$ cat src/fcsf_pkg.sv
// Constants shared by the flash command status flag block.
// Assumes an APB master with 32-bit data and a single 10 MHz clock.
//
// Summary of operation
// - Writing one to complete flag launches command.
// - Complete flag resets zero, set after init.
// - Complete flag reads zero while command runs.
// - Error flags block launches until cleared.
// - Read during command sets collision flag.
// - Only a flash read during a command counts as collision.
// - Collision flag clears only by writing one.
// - Sequence violation or illegal command sets access error.
// - Access error clears only by writing one.
// - Protected program or erase sets violation flag.
// - Violation flag clears only by writing one.
// - Bits three to one read zero.
// - Command or reset error sets completion status.
// - Completion status bit is read only.
// - Completion status cleared during next command.
// - Busy blocks writes to the parameter register only.
// - Complete enable requests interrupt on complete flag.
// - Collision enable requests interrupt on collision.
`default_nettype none
package fcsf_pkg;
    localparam logic [11:0] STATUS_OFS = 12'h000;
    localparam logic [11:0] CONFIG_OFS = 12'h004;
    localparam logic [11:0] PARAM_OFS = 12'h008;
    localparam logic [11:0] IRQ_STAT_OFS = 12'h00C;
    localparam logic [11:0] IRQ_MASK_OFS = 12'h010;
    localparam int CMD_DONE_BIT = 7;
    localparam int RDCOL_BIT = 6;
    localparam int ACC_BIT = 5;
    localparam int PVIOL_BIT = 4;
    localparam int MGST_BIT = 0;
    localparam int CC_IE_BIT = 7;
    localparam int RC_IE_BIT = 6;
    localparam int EV_DONE = 0;
    localparam int EV_RDCOL = 1;
    localparam int EV_ERR = 2;
    localparam logic [7:0] CONFIG_WMASK = 8'hC0;
    localparam logic [7:0] PARAM_RESET = 8'h00;
    localparam logic [2:0] IRQ_MASK_RESET = 3'h0;
    localparam int INIT_NS = 1000;
    localparam int CLK_NS = 100;
    localparam logic [3:0] INIT_CYCLES = 4'(INIT_NS / CLK_NS);
    localparam logic [3:0] CLEAR_CYCLES = 4'h2;
    typedef enum logic [1:0] {
        FCSF_INIT,
        FCSF_IDLE,
        FCSF_BUSY
    } fcsf_state_e;
endpackage
`default_nettype wire

$ cat src/fcsf_top.sv
// Status flags, launch control and registers of the flash sequencer.
// Assumes a command engine that reports done, errors and collisions as
// one-cycle pulses, and an APB master on the same clock.
`default_nettype none
module fcsf_top (
    input wire logic i_ref_clk,
    input wire logic i_rst,
    input wire logic psel,
    input wire logic penable,
    input wire logic pwrite,
    input wire logic [11:0] paddr,
    input wire logic [31:0] pwdata,
    output logic [31:0] prdata,
    output logic pready,
    output logic pslverr,
    input wire logic i_init_error,
    input wire logic i_cmd_done,
    input wire logic i_cmd_error,
    input wire logic i_seq_violation,
    input wire logic i_illegal_cmd,
    input wire logic i_prot_violation,
    input wire logic i_flash_read,
    output logic o_cmd_launch,
    output logic o_cmd_abort,
    output logic [7:0] o_cmd_param,
    output logic o_read_data_bad,
    output logic o_irq
);

    ////////////////////////////////////////////////////////////////////
    typedef struct packed {
        fcsf_pkg::fcsf_state_e st;
        logic [3:0] cnt;
        logic cc_flag;
        logic rdcol;
        logic acc;
        logic pviol;
        logic mgst;
        logic [7:0] cfg;
        logic [7:0] param;
        logic [2:0] ev;
        logic [2:0] mask;
        logic [31:0] rdata;
        logic ready;
        logic err;
        logic launch;
        logic abort;
        logic bad;
        logic irq;
    } fcsf_regs_s;

    fcsf_regs_s r_q;
    fcsf_regs_s r_d;

    function automatic logic hit(input logic [11:0] a, input logic [11:0] o);
        return a == o;
    endfunction

    logic acc_phase;
    logic wr;
    logic rd;
    logic [7:0] wb;
    assign acc_phase = psel && penable && !r_q.ready;
    assign wr = acc_phase && pwrite;
    assign rd = acc_phase && !pwrite;
    assign wb = pwdata[7:0];

    ////////////////////////////////////////////////////////////////////
    always_comb begin
        logic busy;
        logic launch_ok;
        logic rdcol_ev;
        logic viol;
        logic [2:0] ev_set;
        busy = 1'b0;
        launch_ok = 1'b0;
        rdcol_ev = 1'b0;
        viol = 1'b0;
        ev_set = 3'h0;
        r_d = r_q;
        r_d.ready = acc_phase;
        r_d.err = 1'b0;
        r_d.launch = 1'b0;
        r_d.abort = 1'b0;
        r_d.bad = 1'b0;
        busy = r_q.st == fcsf_pkg::FCSF_BUSY;
        // Collisions are flagged even when the read arrives in the very
        // cycle the command ends, since arbitration already lost.
        rdcol_ev = busy && i_flash_read;
        r_d.bad = rdcol_ev;
        viol = busy && (i_seq_violation || i_illegal_cmd || i_prot_violation);
        unique case (r_q.st)
            fcsf_pkg::FCSF_INIT: begin
                r_d.cnt = r_q.cnt + 4'h1;
                if (r_q.cnt == fcsf_pkg::INIT_CYCLES - 4'h1) begin
                    r_d.st = fcsf_pkg::FCSF_IDLE;
                    r_d.cc_flag = 1'b1;
                    r_d.mgst = i_init_error;
                    ev_set[fcsf_pkg::EV_DONE] = 1'b1;
                end
            end
            fcsf_pkg::FCSF_IDLE: begin
                // A set error flag is checked before the launch, and a
                // write that clears it does not launch in the same access.
                launch_ok = wr && hit(paddr, fcsf_pkg::STATUS_OFS)
                    && wb[fcsf_pkg::CMD_DONE_BIT]
                    && !r_q.acc && !r_q.pviol;
                if (launch_ok) begin
                    r_d.st = fcsf_pkg::FCSF_BUSY;
                    r_d.cc_flag = 1'b0;
                    r_d.launch = 1'b1;
                    r_d.cnt = 4'h0;
                end
            end
            fcsf_pkg::FCSF_BUSY: begin
                if (r_q.cnt != fcsf_pkg::CLEAR_CYCLES) begin
                    r_d.cnt = r_q.cnt + 4'h1;
                end
                if (r_q.cnt == fcsf_pkg::CLEAR_CYCLES - 4'h1) begin
                    r_d.mgst = 1'b0;
                end
                if (viol || i_cmd_done) begin
                    r_d.st = fcsf_pkg::FCSF_IDLE;
                    r_d.cc_flag = 1'b1;
                    r_d.abort = viol;
                    ev_set[fcsf_pkg::EV_DONE] = 1'b1;
                    if (i_cmd_done && i_cmd_error) begin
                        r_d.mgst = 1'b1;
                    end
                end
            end
        endcase
        // Write-one clears come first so that a new event wins.
        if (wr && hit(paddr, fcsf_pkg::STATUS_OFS)) begin
            if (wb[fcsf_pkg::RDCOL_BIT]) r_d.rdcol = 1'b0;
            if (wb[fcsf_pkg::ACC_BIT]) r_d.acc = 1'b0;
            if (wb[fcsf_pkg::PVIOL_BIT]) r_d.pviol = 1'b0;
        end
        if (rdcol_ev) begin
            r_d.rdcol = 1'b1;
            ev_set[fcsf_pkg::EV_RDCOL] = 1'b1;
        end
        if (busy && (i_seq_violation || i_illegal_cmd)) begin
            r_d.acc = 1'b1;
            ev_set[fcsf_pkg::EV_ERR] = 1'b1;
        end
        if (busy && i_prot_violation) begin
            r_d.pviol = 1'b1;
            ev_set[fcsf_pkg::EV_ERR] = 1'b1;
        end
        if (wr && hit(paddr, fcsf_pkg::CONFIG_OFS)) begin
            r_d.cfg = wb & fcsf_pkg::CONFIG_WMASK;
        end
        // The parameter register is frozen while a command runs so the
        // engine never sees its operands change under it.
        if (wr && hit(paddr, fcsf_pkg::PARAM_OFS) && !busy) begin
            r_d.param = wb;
        end
        if (wr && hit(paddr, fcsf_pkg::IRQ_MASK_OFS)) begin
            r_d.mask = wb[2:0];
        end
        if (wr && hit(paddr, fcsf_pkg::IRQ_STAT_OFS)) begin
            r_d.ev = r_q.ev & ~wb[2:0];
        end
        r_d.ev = r_d.ev | ev_set;
        r_d.rdata = 32'h0000_0000;
        if (rd) begin
            if (hit(paddr, fcsf_pkg::STATUS_OFS)) begin
                r_d.rdata[fcsf_pkg::CMD_DONE_BIT] = r_q.cc_flag;
                r_d.rdata[fcsf_pkg::RDCOL_BIT] = r_q.rdcol;
                r_d.rdata[fcsf_pkg::ACC_BIT] = r_q.acc;
                r_d.rdata[fcsf_pkg::PVIOL_BIT] = r_q.pviol;
                r_d.rdata[fcsf_pkg::MGST_BIT] = r_q.mgst;
            end else if (hit(paddr, fcsf_pkg::CONFIG_OFS)) begin
                r_d.rdata[7:0] = r_q.cfg;
            end else if (hit(paddr, fcsf_pkg::PARAM_OFS)) begin
                r_d.rdata[7:0] = r_q.param;
            end else if (hit(paddr, fcsf_pkg::IRQ_STAT_OFS)) begin
                r_d.rdata[2:0] = r_q.ev;
            end else if (hit(paddr, fcsf_pkg::IRQ_MASK_OFS)) begin
                r_d.rdata[2:0] = r_q.mask;
            end
        end
        if (acc_phase && !(hit(paddr, fcsf_pkg::STATUS_OFS)
                || hit(paddr, fcsf_pkg::CONFIG_OFS)
                || hit(paddr, fcsf_pkg::PARAM_OFS)
                || hit(paddr, fcsf_pkg::IRQ_STAT_OFS)
                || hit(paddr, fcsf_pkg::IRQ_MASK_OFS))) begin
            r_d.err = 1'b1;
        end
        r_d.irq = (r_d.cc_flag && r_d.cfg[fcsf_pkg::CC_IE_BIT])
            || (r_d.rdcol && r_d.cfg[fcsf_pkg::RC_IE_BIT])
            || |(r_d.ev & r_d.mask);
    end

    always_ff @(posedge i_ref_clk) begin
        if (i_rst) begin
            r_q <= '0;
            r_q.st <= fcsf_pkg::FCSF_INIT;
            r_q.param <= fcsf_pkg::PARAM_RESET;
            r_q.mask <= fcsf_pkg::IRQ_MASK_RESET;
        end else begin
            r_q <= r_d;
        end
    end

    ////////////////////////////////////////////////////////////////////
    assign prdata = r_q.rdata;
    assign pready = r_q.ready;
    assign pslverr = r_q.err;
    assign o_cmd_launch = r_q.launch;
    assign o_cmd_abort = r_q.abort;
    assign o_cmd_param = r_q.param;
    assign o_read_data_bad = r_q.bad;
    assign o_irq = r_q.irq;

endmodule
`default_nettype wire

$ cat config.mk
export PLATFORM = sky130hd
export DESIGN_NAME = fcsf_top
export DESIGN_NICKNAME = d
export VERILOG_FILES = /design/src/fcsf_pkg.sv /design/src/fcsf_top.sv
export SDC_FILE = /design/constraint.sdc
export NUM_CORES = 1
export LEC_CHECK = 0
export BUFFER_PORTS_ARGS = -buffer_cell sky130_fd_sc_hd__buf_2
export CAP_MARGIN = 10
export CORE_ASPECT_RATIO = 1.2
export CORE_MARGIN = 2
export CORE_UTILIZATION = 50
export CTS_BUF_LIST = sky130_fd_sc_hd__clkbuf_16
export CTS_CLUSTER_DIAMETER = 150
export DETAILED_ROUTE_END_ITERATION = 10
export GPL_ROUTABILITY_DRIVEN = 0
export GPL_TIMING_DRIVEN = 0
export PLACE_DENSITY = 0.85
export SETUP_SLACK_MARGIN = 0.05
export SLEW_MARGIN = 40
export SYNTH_ARGS = -nofsm -noshare
export SYNTH_HDL_FRONTEND = slang
export SYNTH_SLANG_ARGS = --single-unit
export TNS_END_PERCENT = 1
$ cat constraint.sdc
create_clock -name i_ref_clk -period 5.4 [get_ports i_ref_clk]
set_input_delay 1.62 -clock i_ref_clk [delete_from_list [all_inputs] [get_ports i_ref_clk]]
set_output_delay 1.62 -clock i_ref_clk [all_outputs]
set_load 0.02 [all_outputs]
# Word-level counts from Yosys, hierarchy flattened

Cells that the tools add are included.

Eq/ne operators: 13
Bitwise logic cells: 8
Reductions and logical operators: 53
Muxes and demuxes: 37
Add/sub/neg operators: 1

Operator list:

| kind                | count |
|---|---|
| $eq 12x4->1 const B | 2 |
| $logic_and 1x1->1   | 21 |
| $pmux 7 s3          | 1 |
| $mux 1              | 20 |
| $mux 3              | 6 |
| $mux 8              | 2 |
| $eq 12x3->1 const B | 1 |
| $eq 12x5->1 const B | 1 |
| $logic_not 12->1    | 1 |
| $reduce_bool 2->1   | 5 |
| $logic_or 1x1->1    | 9 |
| $reduce_or 3->1     | 3 |
| $mux 4              | 2 |
| $reduce_and 2->1    | 4 |
| $mux 7              | 1 |
| $and 3x3->3         | 2 |
| $logic_not 1->1     | 6 |
| $mux 5              | 1 |
| $add 4x1->4 const B | 1 |
| $eq 4x1->1 const B  | 1 |
| $eq 4x4->1 const B  | 1 |
| $mux 2              | 2 |
| $ne 2x1->1 const B  | 2 |
| $ne 2x2->1 const B  | 2 |
| 10 further kinds    | 15 |

Word-level logic and storage cells: 132
Input port bits: 56
Output and inout bits: 46
Flip-flop bits (word level): 65

# Longest topological paths before layout

Gate-level depths: netlist (run 1).

Depth after elaboration: 12
Mapped depth: 7
Mapped depth without buffers: 7

# Least setup slack after synthesis (run 1)

No wires, ideal clock.

Kind: input -> register
Start point: input port paddr[7]
End point: register r_q, in the netlist o_cmd_param[0]
Arrival time: 2.914 ns
Data required time: 5.272 ns
Setup time: 0.128 ns
Path slack: 2.358 ns
Stages: 7
Cells stage by stage: nor4_4 -> nand3_4 -> nor2b_4 -> and3_1 -> buf_6 -> mux2i_1 -> nor2_1

Word-level cells in the longest chain between the ends: 3

RTL lines:

| what                           | RTL line        | source |
|---|---|---|
| from (decl)                    | fcsf_top.sv:11  | `input wire logic [11:0] paddr,` |
| $eq 12x4->1                    | fcsf_top.sv:56  | `return a == o;` |
| $logic_and 1x1->1 (2 in a row) | fcsf_top.sv:156 | `if (wr && hit(paddr, fcsf_pkg::PARAM_OFS) && !busy) begin` |
| to (signal assigned)           | fcsf_top.sv:203 | `r_q <= r_d;` |
| to (decl)                      | fcsf_top.sv:52  | `fcsf_regs_s r_q;` |

No other way between the ends.
A chain may end at the register's enable or synchronous reset.

# Worst setup path after layout (run 1)

Start point: input port paddr[1]
End point: register r_q, in the netlist o_irq

Word-level cells in the longest chain between the ends: 10
Elaborated cells between the ends (all ways): 25
Those cells by class: eq/ne: 3; mux: 7; bitwise: 2; reduce/logical: 13

RTL lines:

| what                           | RTL line                         | source |
|---|---|---|
| $logic_not 12->1               | fcsf_top.sv:56                   |  |
| $logic_and 1x1->1              | fcsf_top.sv:105, fcsf_top.sv:134 |  |
| $logic_and 1x1->1              | fcsf_top.sv:106                  | `&& wb[fcsf_pkg::CMD_DONE_BIT]` |
| $logic_and 1x1->1 (2 in a row) | fcsf_top.sv:107                  | `&& !r_q.acc && !r_q.pviol;` |
| $mux 7                         | fcsf_top.sv:108                  | `if (launch_ok) begin` |
| $pmux 7 s3                     | fcsf_top.sv:92                   | `unique case (r_q.st)` |
| $logic_and 1x1->1              | fcsf_top.sv:191                  | `r_d.irq = (r_d.cc_flag && r_d.cfg[fcsf_pkg::CC_IE_BIT])` |
| $logic_or 1x1->1               | fcsf_top.sv:192                  | `\|\| (r_d.rdcol && r_d.cfg[fcsf_pkg::RC_IE_BIT])` |
| $logic_or 1x1->1 *             | fcsf_top.sv:193                  | `\|\| \|(r_d.ev & r_d.mask);` |

Every way passes the cells marked *; elsewhere a longest branch is shown, timed or not. The select of a mux whose other input is x is not followed.

==> results.py, run 1 <==
metrics = {
    "run_status": {
        "status": "completed",
    },
    "routing": {
        "first_pass_iters": 4,
        "wl_um": 4830,
        "via_count": 1894,
        "postRouteAntennaNets": 0,
        "drc": 0,
        "avgRoutedWirePerCell_um": 12.6,
        "viasPerCell": 4.93,
        "drt_iter0_drc": 89,
    },
    "setup_path": {
        "reg2reg_depth": 6,
        "crit_type": "in2reg",
        "reg2reg_slack_ns": 3.67,
        "r2r-end": "o_irq",
        "cp-start-kind": "primary input",
        "required_ns": 5.60,
        "r2r_start": "pready",
        "crit_arrival_ns": 3.39,
        "crit_path_end_kind": "flip-flop",
        "path_max_fanout": 5,
    },
    "global_route": {
        "use_met1": 0.234,
        "overflow": 0,
        "grt_max_degree": 15,
        "grt_pass1_wl_um": 7960,
        "gr-usage-met2": 0.402,
        "grt_pass1_vias": 1744,
        "grtUsageTotal": 0.216,
        "antenna_found_initial": 0,
        "top_usage_layer": "met2",
        "grt_util_met3": 0.0517,
    },
    "logic_synthesis": {
        "yosys.area_share.simple": 0.238,
        "synth_seq_cells": 41,
        "muxShareOfSynthArea": 0.0660,
        "synth-compound-area-share": 0.116,
        "syn-cell-area_um2": 2140,
        "synthAdderAreaFrac": 0.0175,
        "synth_xor_area_frac": 0.00818,
        "synth_top_family_by_area": "simple AND/OR/NAND/NOR gates",
        "synth-warning-count": 0,
        "synth_cells": 244,
        "syn-mean-instance-area_um2": 8.77,
        "yosysSeqAreaShare": 0.383,
        "synth_cell_types": 45,
    },
    "clock_tree": {
        "clk_pin_slew_ns": 0.06,
        "clkLatencyLatePin_ns": 0.29,
        "post_cts_buffers": 0,
        "cts_buffer_depth": 2,
        "ctsResizeCount": 0,
        "cts_sinks": 41,
        "cts_hold_buf": 0,
        "cts_tree": "yes",
        "numCtsBuffers": 5,
        "cts-root-buf": "clkbuf_16",
        "htreeDepth": 2,
    },
    "worst_hold_path": {
        "holdPathEnd": "prdata[2]",
        "hold_start": "r_q[43]",
        "hold_path_class": "reg2reg",
        "hold_depth": 2,
    },
    "floorplan": {
        "die_area_um2": 4820,
        "initial_core_util": 0.510,
        "rows": 26,
        "core_um2": 4200,
        "io-pin-count": 102,
        "die_h_um": 75.7,
        "die_x_um": 63.7,
    },
    "cells_and_area": {
        "final_area_um2": 2730,
        "drive_gt1_frac": 0.351,
        "layout-area-overhead-vs-synth_pct": 27.7,
        "nNetsFinal": 386,
        "n_antenna_cell": 0,
    },
    "timing": {
        "fin_crit_ns": 3.19,
        "timing.final.hold_violations": 0,
        "min_period_over_period": 0.590,
        "setup_viol": 0,
        "slew_violations": 0,
        "slew_headroom": 0.585,
        "rsz0062_at_grt": "no",
        "setup_tns_ns": 0,
        "finClkSkew_ns": 0.00988,
        "fmax_mhz": 314,
        "worst_pin_slew_ns": 0.616,
    },
    "placed_design": {
        "io_buffers": 53,
        "dpl-instance-area_um2": 2560,
        "dp.final_hpwl_um": 3730,
    },
    "job": {
        "cap_violations": 0,
    },
    "power": {
        "p_per_area_nw_per_um2": 262,
        "leakagePower_nw": 1.26,
        "ir_drop_v": 0.000138,
    },
}
worst max-delay path by stage:
stage                     end  slack (ns)  startpoint
2_1_floorplan  o_cmd_param[0]        2.36    paddr[7]
4_1_cts                 o_irq        2.21    paddr[1]
6_report                o_irq        2.21    paddr[1]
3_5_place_dp            o_irq        1.92    paddr[1]
5_1_grt                 o_irq        2.05    paddr[1]
3_3_place_gp            o_irq        2.02    paddr[1]
report_power, final:
| group | internal, W | switching [W] |
|---|---|---|
| clock | 0.000218 | 0.000119 |
| sequential | 0.000305 | 0.00000268 |
| combinational | 0.0000289 | 0.0000410 |
stage by stage:
stage	utilization	worst slack [ns]	hold slack (ns)	instances	total power, W
final	0.651	2.21	0.492	384	0.000716
after global routing	0.651	2.05	0.515	384	0.000740
after CTS	0.651	2.21	0.490	384	0.000717
after detailed placement	0.611	1.92	0.448	376	0.000383
after floorplan	-	2.36	0.432	267	0.000360
after global placement	0.611	2.02	0.448	376	0.000381
Yosys cell counts (all sizes together):
cell     n  share of area
a21boi   2         0.0088
o21ai    5          0.012
dfxtp   41           0.38
nand3    3          0.013
nor2    36          0.067
conb     1         0.0018
o31ai    1         0.0035
nand2   14          0.025
a311oi   1         0.0041
nor4     5          0.022
nand4    3         0.0088
mux2     1         0.0053
nor3     9          0.023
and3     3         0.0088
o22a     1         0.0041
o21ba    1         0.0047
and4     3          0.014
o22ai    1         0.0029
and4b    1         0.0047
o21a     1         0.0035
nor4bb   1         0.0047
a31oi    1         0.0029
nor2b    5          0.018
nand3b   1         0.0035
inv      8          0.014
ha       3          0.018
nor3b    3          0.011
or3      1         0.0029
o32a     1         0.0047
nand2b   3         0.0088
xnor2    2         0.0082
a21oi   13          0.030
nand4b   1         0.0041
a22oi   10          0.035
buf     43           0.15
clkbuf   2         0.0035
mux2i   13          0.061
layout by cell type, fill, tap and decap left out, drive strengths merged, types with 5 or more instances in the layout:
master / instances
buf: 96
dfxtp: 41
nor2: 36
conb: 24
nand2: 14
a21oi: 13
mux2i: 13
a22oi: 10
nor3: 9
inv: 8
clkbuf: 7
o21ai: 5
nor4: 5
nor2b: 5
layout make-up:
cell class	instances	area, µm²
inverters	8	30.0
fillers	372	1460
flip-flops and latches	41	821
multi-input cells	173	1040
clock buffers	5	125
clock inverters	3	46.3
plain buffers	45	332
repair buffers	53	265
well taps	56	70.1
flip-flops by register name (all words and copies together), names as in the netlist:
name	cells
o_cmd_launch	1
o_cmd_abort	1
pready	1
o_irq	1
o_read_data_bad	1
prdata	8
r_q	19
pslverr	1
o_cmd_param	8
worst max-delay path: stages:
cell and delay [ns]:
buf_2 0.11, nor4_1 0.57, and4_2 0.37, nand2_1 0.14
mux2i_1 0.18, o22a_1 0.21, a31oi_1 0.18
kinds of logic after synthesis:
| group | after synthesis |
|---|---|
| compound gates | 38 |
| xor+xnor | 2 |
| fa+ha+maj | 3 |
| buf+inv | 53 |
| flops | 41 |
| mux | 14 |
| other cells | 1 |
| simple gates | 92 |
metal layers:
metal / vias up / share of wire
met5: - / 0
met4: 0 / 0.022
met3: 11 / 0.066
met2: 75 / 0.52
met1: 861 / 0.39
li1: 947 / -
Power figures use the tool's default switching activity.
==> run 2: changes to the inputs <==
Settings changed: CORE_UTILIZATION 50 to 46, PLACE_DENSITY 0.85 to 0.79.
Clock period 5.4 ns to 3.2 ns, I/O delays scaled along.
==> run 2 against run 1 <==
Sequential share of layout area rose by 0.35 points; die area rose by 8.2%; clock power is 37% higher; global-route usage fell by 3.0 points; clock-buffer cell count unchanged; sequential power increased by 69%; clock skew down 0.0079 ns; non-clock buffer count unchanged; routed wire length fell by 2.5%; highest routed layer unchanged.
==> results.py, run 2 (synthesized netlist as in run 1, its figures left out) <==
metrics = {
    "global_route": {
        "antenna_found_initial": 0,
        "grt_max_degree": 13,
        "grt_pass1_vias": 1745,
        "overflow": 0,
        "grt_pass1_wl_um": 7540,
        "grtUsageTotal": 0.186,
    },
    "cells_and_area": {
        "fillers": 425,
        "drive_gt1_frac": 0.345,
        "final_common_cell": "buf_2",
        "n_antenna_cell": 0,
        "final_cell_mix": "54 x buf_2, 41 x buf_4, 41 x dfxtp_1",
        "nNetsFinal": 386,
        "top_register": "r_q",
        "layout-area-overhead-vs-synth_pct": 26.2,
        "largest_reg_flops": 19,
    },
    "run_status": {
        "status": "completed",
    },
    "routing": {
        "drc": 0,
        "avgRoutedWirePerCell_um": 12.2,
        "first_pass_iters": 4,
        "viasPerCell": 4.98,
        "postRouteAntennaNets": 0,
        "wl_um": 4710,
        "drt_iter0_drc": 72,
        "via_count": 1924,
    },
    "timing": {
        "fmax_mhz": 404,
        "fin_crit_ns": 2.48,
        "worst_pin_slew_ns": 0.592,
        "setup_tns_ns": 0,
        "setup_viol": 0,
        "min_period_over_period": 0.774,
        "rsz0062_at_grt": "no",
        "timing.final.hold_violations": 0,
        "slew_headroom": 0.602,
        "slew_violations": 0,
        "finClkSkew_ns": 0.00194,
    },
    "placed_design": {
        "io_buffers": 53,
        "dp.final_hpwl_um": 3810,
    },
    "floorplan": {
        "die_h_um": 78.7,
        "core_um2": 4530,
        "io-pin-count": 102,
        "die_x_um": 66.3,
        "die_area_um2": 5220,
        "initial_core_util": 0.473,
        "rows": 27,
    },
    "setup_path": {
        "path_max_fanout": 5,
        "cp-start-kind": "primary input",
        "crit_path_end_kind": "flip-flop",
        "critPathMaxStageDelay_ns": 0.55,
        "crit_type": "in2reg",
        "reg2reg_slack_ns": 1.46,
        "worstPathCellList": "buf_2, nor4_1, and4_2, nand2_1, mux2i_1, o22a_1, a31oi_1",
        "crit_arrival_ns": 2.68,
        "required_ns": 3.40,
        "cpMaxStageDelayCell": "nor4_1",
    },
    "clock_tree": {
        "clk_pin_slew_ns": 0.05,
        "clkLatencyLatePin_ns": 0.28,
        "cts_sinks": 41,
        "htreeDepth": 2,
        "post_cts_buffers": 0,
        "cts_hold_buf": 0,
        "cts-root-buf": "clkbuf_16",
        "ctsResizeCount": 0,
        "numCtsBuffers": 5,
        "cts_tree": "yes",
        "cts_buffer_depth": 2,
    },
    "power": {
        "power.total_w": 0.00110,
        "leakagePower_nw": 1.25,
        "p_per_area_nw_per_um2": 407,
        "ir_drop_v": 0.000243,
    },
    "worst_hold_path": {
        "hold_path_class": "reg2reg",
    },
    "job": {
        "cap_violations": 0,
    },
}
run 2: cell type report:
type / instances / area [µm²] / share of cell area
clock buffer: 5 / 125 / 0.0463
clock inverter: 3 / 12.5 / 0.00463
multi-input combinational: 173 / 1040 / 0.387
inverter: 8 / 30.0 / 0.0111
timing repair buffer: 53 / 265 / 0.0981
sequential: 41 / 821 / 0.304
buffer: 45 / 332 / 0.123
tap: 58 / 72.6 / 0.0269
run 2: stage by stage:
stage | hold WS (ns) | util | instances | cell area, µm² | worst slack, ns
after global placement | 0.449 | 0.567 | 378 | 2560 | 0.446
after global routing | 0.489 | 0.597 | 386 | 2700 | 0.561
final | 0.458 | 0.597 | 386 | 2700 | 0.724
after floorplan | 0.432 | - | 267 | 2230 | 0.818
after CTS | 0.456 | 0.597 | 386 | 2700 | 0.721
after detailed placement | 0.446 | 0.567 | 378 | 2560 | 0.438
run 2: worst max-delay path: cells and delay by family:
kind            cells  cell delay (ns)
compound gates      2             0.36
simple gates        3             1.06
buf+inv             1             0.11
mux                 1             0.17
run 2: layer usage:
| metal | vias up | track usage | wire (µm) |
|---|---|---|---|
| met5 | - | 0 | 0 |
| met3 | 12 | 0.0453 | 353 |
| met1 | 886 | 0.210 | 1830 |
| met4 | 0 | 0.0898 | 111 |
| li1 | 949 | - | - |
| met2 | 77 | 0.324 | 2420 |
run 2: final timing paths:
path / startpoint / endpoint / cells after the start
worst min register to register: r_q[39] / prdata[1] / 2
worst max-delay path: paddr[1] / o_irq / 7
worst min-delay path: r_q[39] / prdata[1] / 2
worst max register to register: r_q[66] / o_irq / 7
run 2: power by group:
group          switching, W  internal, W  total [W]
clock network      0.000183     0.000281   0.000464
registers        0.00000476     0.000515   0.000520
logic             0.0000672    0.0000483   0.000115
total              0.000255     0.000845    0.00110
==> run 3: changes to the inputs <==
Settings changed: CORE_UTILIZATION 46 to 42, PLACE_DENSITY 0.79 to 0.76.
Clock period 3.2 ns to 2.1 ns, I/O delays scaled along.
==> run 3 against run 2 <==
Register-to-register slack worse by 1.1 ns; final cell count increased by 1.3%; global-route usage fell by 1.5 points; critical path type unchanged; critical endpoint unchanged; largest cell class unchanged; largest power group is now clock.
==> results.py, run 3 (synthesized netlist as in run 1, its figures left out) <==
metrics = {
    "worst_hold_path": {
        "hold_path_class": "reg2reg",
        "hold_depth": 2,
        "hold_start": "r_q[39]",
    },
    "power": {
        "pwr-share-seq": 0.434,
        "p_int_w": 0.00141,
        "combPwrFrac": 0.101,
        "p_per_area_nw_per_um2": 655,
        "switching_share": 0.226,
        "ir_drop_v": 0.000355,
        "leakagePower_nw": 1.29,
        "p_clk_frac": 0.465,
        "p_sw_w": 0.000412,
    },
    "routing": {
        "via_count": 1858,
        "avgRoutedWirePerCell_um": 12.4,
        "drc": 0,
        "drt_iter0_drc": 126,
        "viasPerCell": 4.75,
        "postRouteAntennaNets": 0,
        "wl_um": 4860,
        "first_pass_iters": 4,
    },
    "clock_tree": {
        "cts_tree": "yes",
        "clkLatencyLatePin_ns": 0.29,
        "cts_buffer_depth": 2,
        "cts-root-buf": "clkbuf_16",
        "htreeDepth": 2,
        "cts_sinks": 41,
        "clk_pin_slew_ns": 0.06,
        "cts_hold_buf": 0,
        "numCtsBuffers": 5,
    },
    "cells_and_area": {
        "final_area_um2": 2790,
        "largest_reg_flops": 19,
        "drive_gt1_frac": 0.360,
        "fillers": 467,
        "nNetsFinal": 389,
        "layout-area-overhead-vs-synth_pct": 30.1,
        "final_cell_mix": "54 x buf_2, 44 x buf_4, 41 x dfxtp_1",
        "n_antenna_cell": 0,
        "final_common_cell": "buf_2",
        "top_register": "r_q",
    },
    "timing": {
        "timing.final.hold_violations": 0,
        "slew_violations": 0,
        "finClkSkew_ns": 0.00392,
        "rsz0062_at_grt": "yes",
        "min_period_over_period": 0.942,
        "timing.hold.ws_ns": 0.457,
        "fmax_mhz": 506,
        "setup_viol": 0,
        "worst_pin_slew_ns": 0.556,
        "slew_headroom": 0.629,
        "fin_crit_ns": 1.98,
    },
    "setup_path": {
        "required_ns": 2.26,
        "startpoint": "paddr[10]",
        "r2r_start": "r_q[66]",
        "crit_type": "in2reg",
        "crit_path_end_kind": "flip-flop",
        "path_max_fanout": 5,
        "reg2reg_depth": 7,
        "cp-start-kind": "primary input",
        "crit_arrival_ns": 2.14,
    },
    "global_route": {
        "antenna_found_initial": 0,
        "grtUsageTotal": 0.171,
        "overflow": 0,
        "grt_pass1_wl_um": 7630,
        "grt_max_degree": 13,
        "grt_pass1_vias": 1732,
    },
    "floorplan": {
        "rows": 28,
        "initial_core_util": 0.433,
        "core_um2": 4940,
        "die_area_um2": 5690,
        "die_x_um": 69.2,
        "die_h_um": 82.2,
        "io-pin-count": 102,
    },
    "placed_design": {
        "io_buffers": 53,
        "dp.final_hpwl_um": 3740,
        "dpl-instance-area_um2": 2570,
    },
    "run_status": {
        "status": "completed",
    },
    "job": {
        "cap_violations": 0,
    },
}
==> run 3: area by class of cell <==
cell class	count	area (µm²)	area share
clock inverter	3	37.5	0.0135
buffer	45	332	0.119
inverter	8	30.0	0.0108
tap	60	75.1	0.0270
sequential	41	821	0.295
multi-input combinational	173	1080	0.387
clock buffer	5	125	0.0449
timing repair buffer	56	288	0.103
==> run 3: worst max-delay path: stages <==
cell and delay, ns:
buf_2 0.11, nor4_4 0.38, buf_4 0.20, and4_2 0.27, nand2_1 0.07, a22oi_1 0.18
o32a_1 0.19, a31oi_1 0.10
==> run 3: worst paths after layout <==
check | slack [ns] | endpoint
worst max register to register | 0.36 | o_irq
worst min register to register | 0.46 | prdata[1]
worst max-delay path | 0.12 | o_irq
worst min-delay path | 0.46 | prdata[1]
==> run 3: what timing repair did <==
action | CTS | global route
endpoints found under the setup margin | 11 | 11
buffers inserted | 1 | 2
pin swaps | 1 | 1
resized for setup | 2 | 4
gates cloned | 0 | 0
==> run 3: power groups by stage <==
stage                     clock (W)  combinational (W)  sequential, W
after floorplan                   0           0.000115       0.000810
after global placement            0           0.000171       0.000809
after detailed placement          0           0.000174       0.000809
after CTS                  0.000850           0.000179       0.000792
after global routing       0.000884           0.000200       0.000794
final                      0.000848           0.000184       0.000793
==> run 3: through the flow <==
step | power, W | setup WS, ns | cells | setup TNS (ns) | utilization
3_5_place_dp | 0.000983 | -0.409 | 380 | -4.17 | 0.520
4_1_cts | 0.00182 | 0.0827 | 389 | 0 | 0.557
3_3_place_gp | 0.000980 | -0.411 | 380 | -3.97 | 0.520
5_1_grt | 0.00188 | 0.00937 | 391 | 0 | 0.564
2_1_floorplan | 0.000925 | 0.0625 | 267 | 0 | -
6_report | 0.00182 | 0.122 | 391 | 0 | 0.564
==> run 3: metal layers <==
layer / wire length (µm) / vias up / track usage
met2: 2570 / 58 / 0.325
met5: 0 / - / 0
li1: - / 953 / -
met1: 1870 / 837 / 0.173
met3: 297 / 10 / 0.0461
met4: 116 / 0 / 0.0922
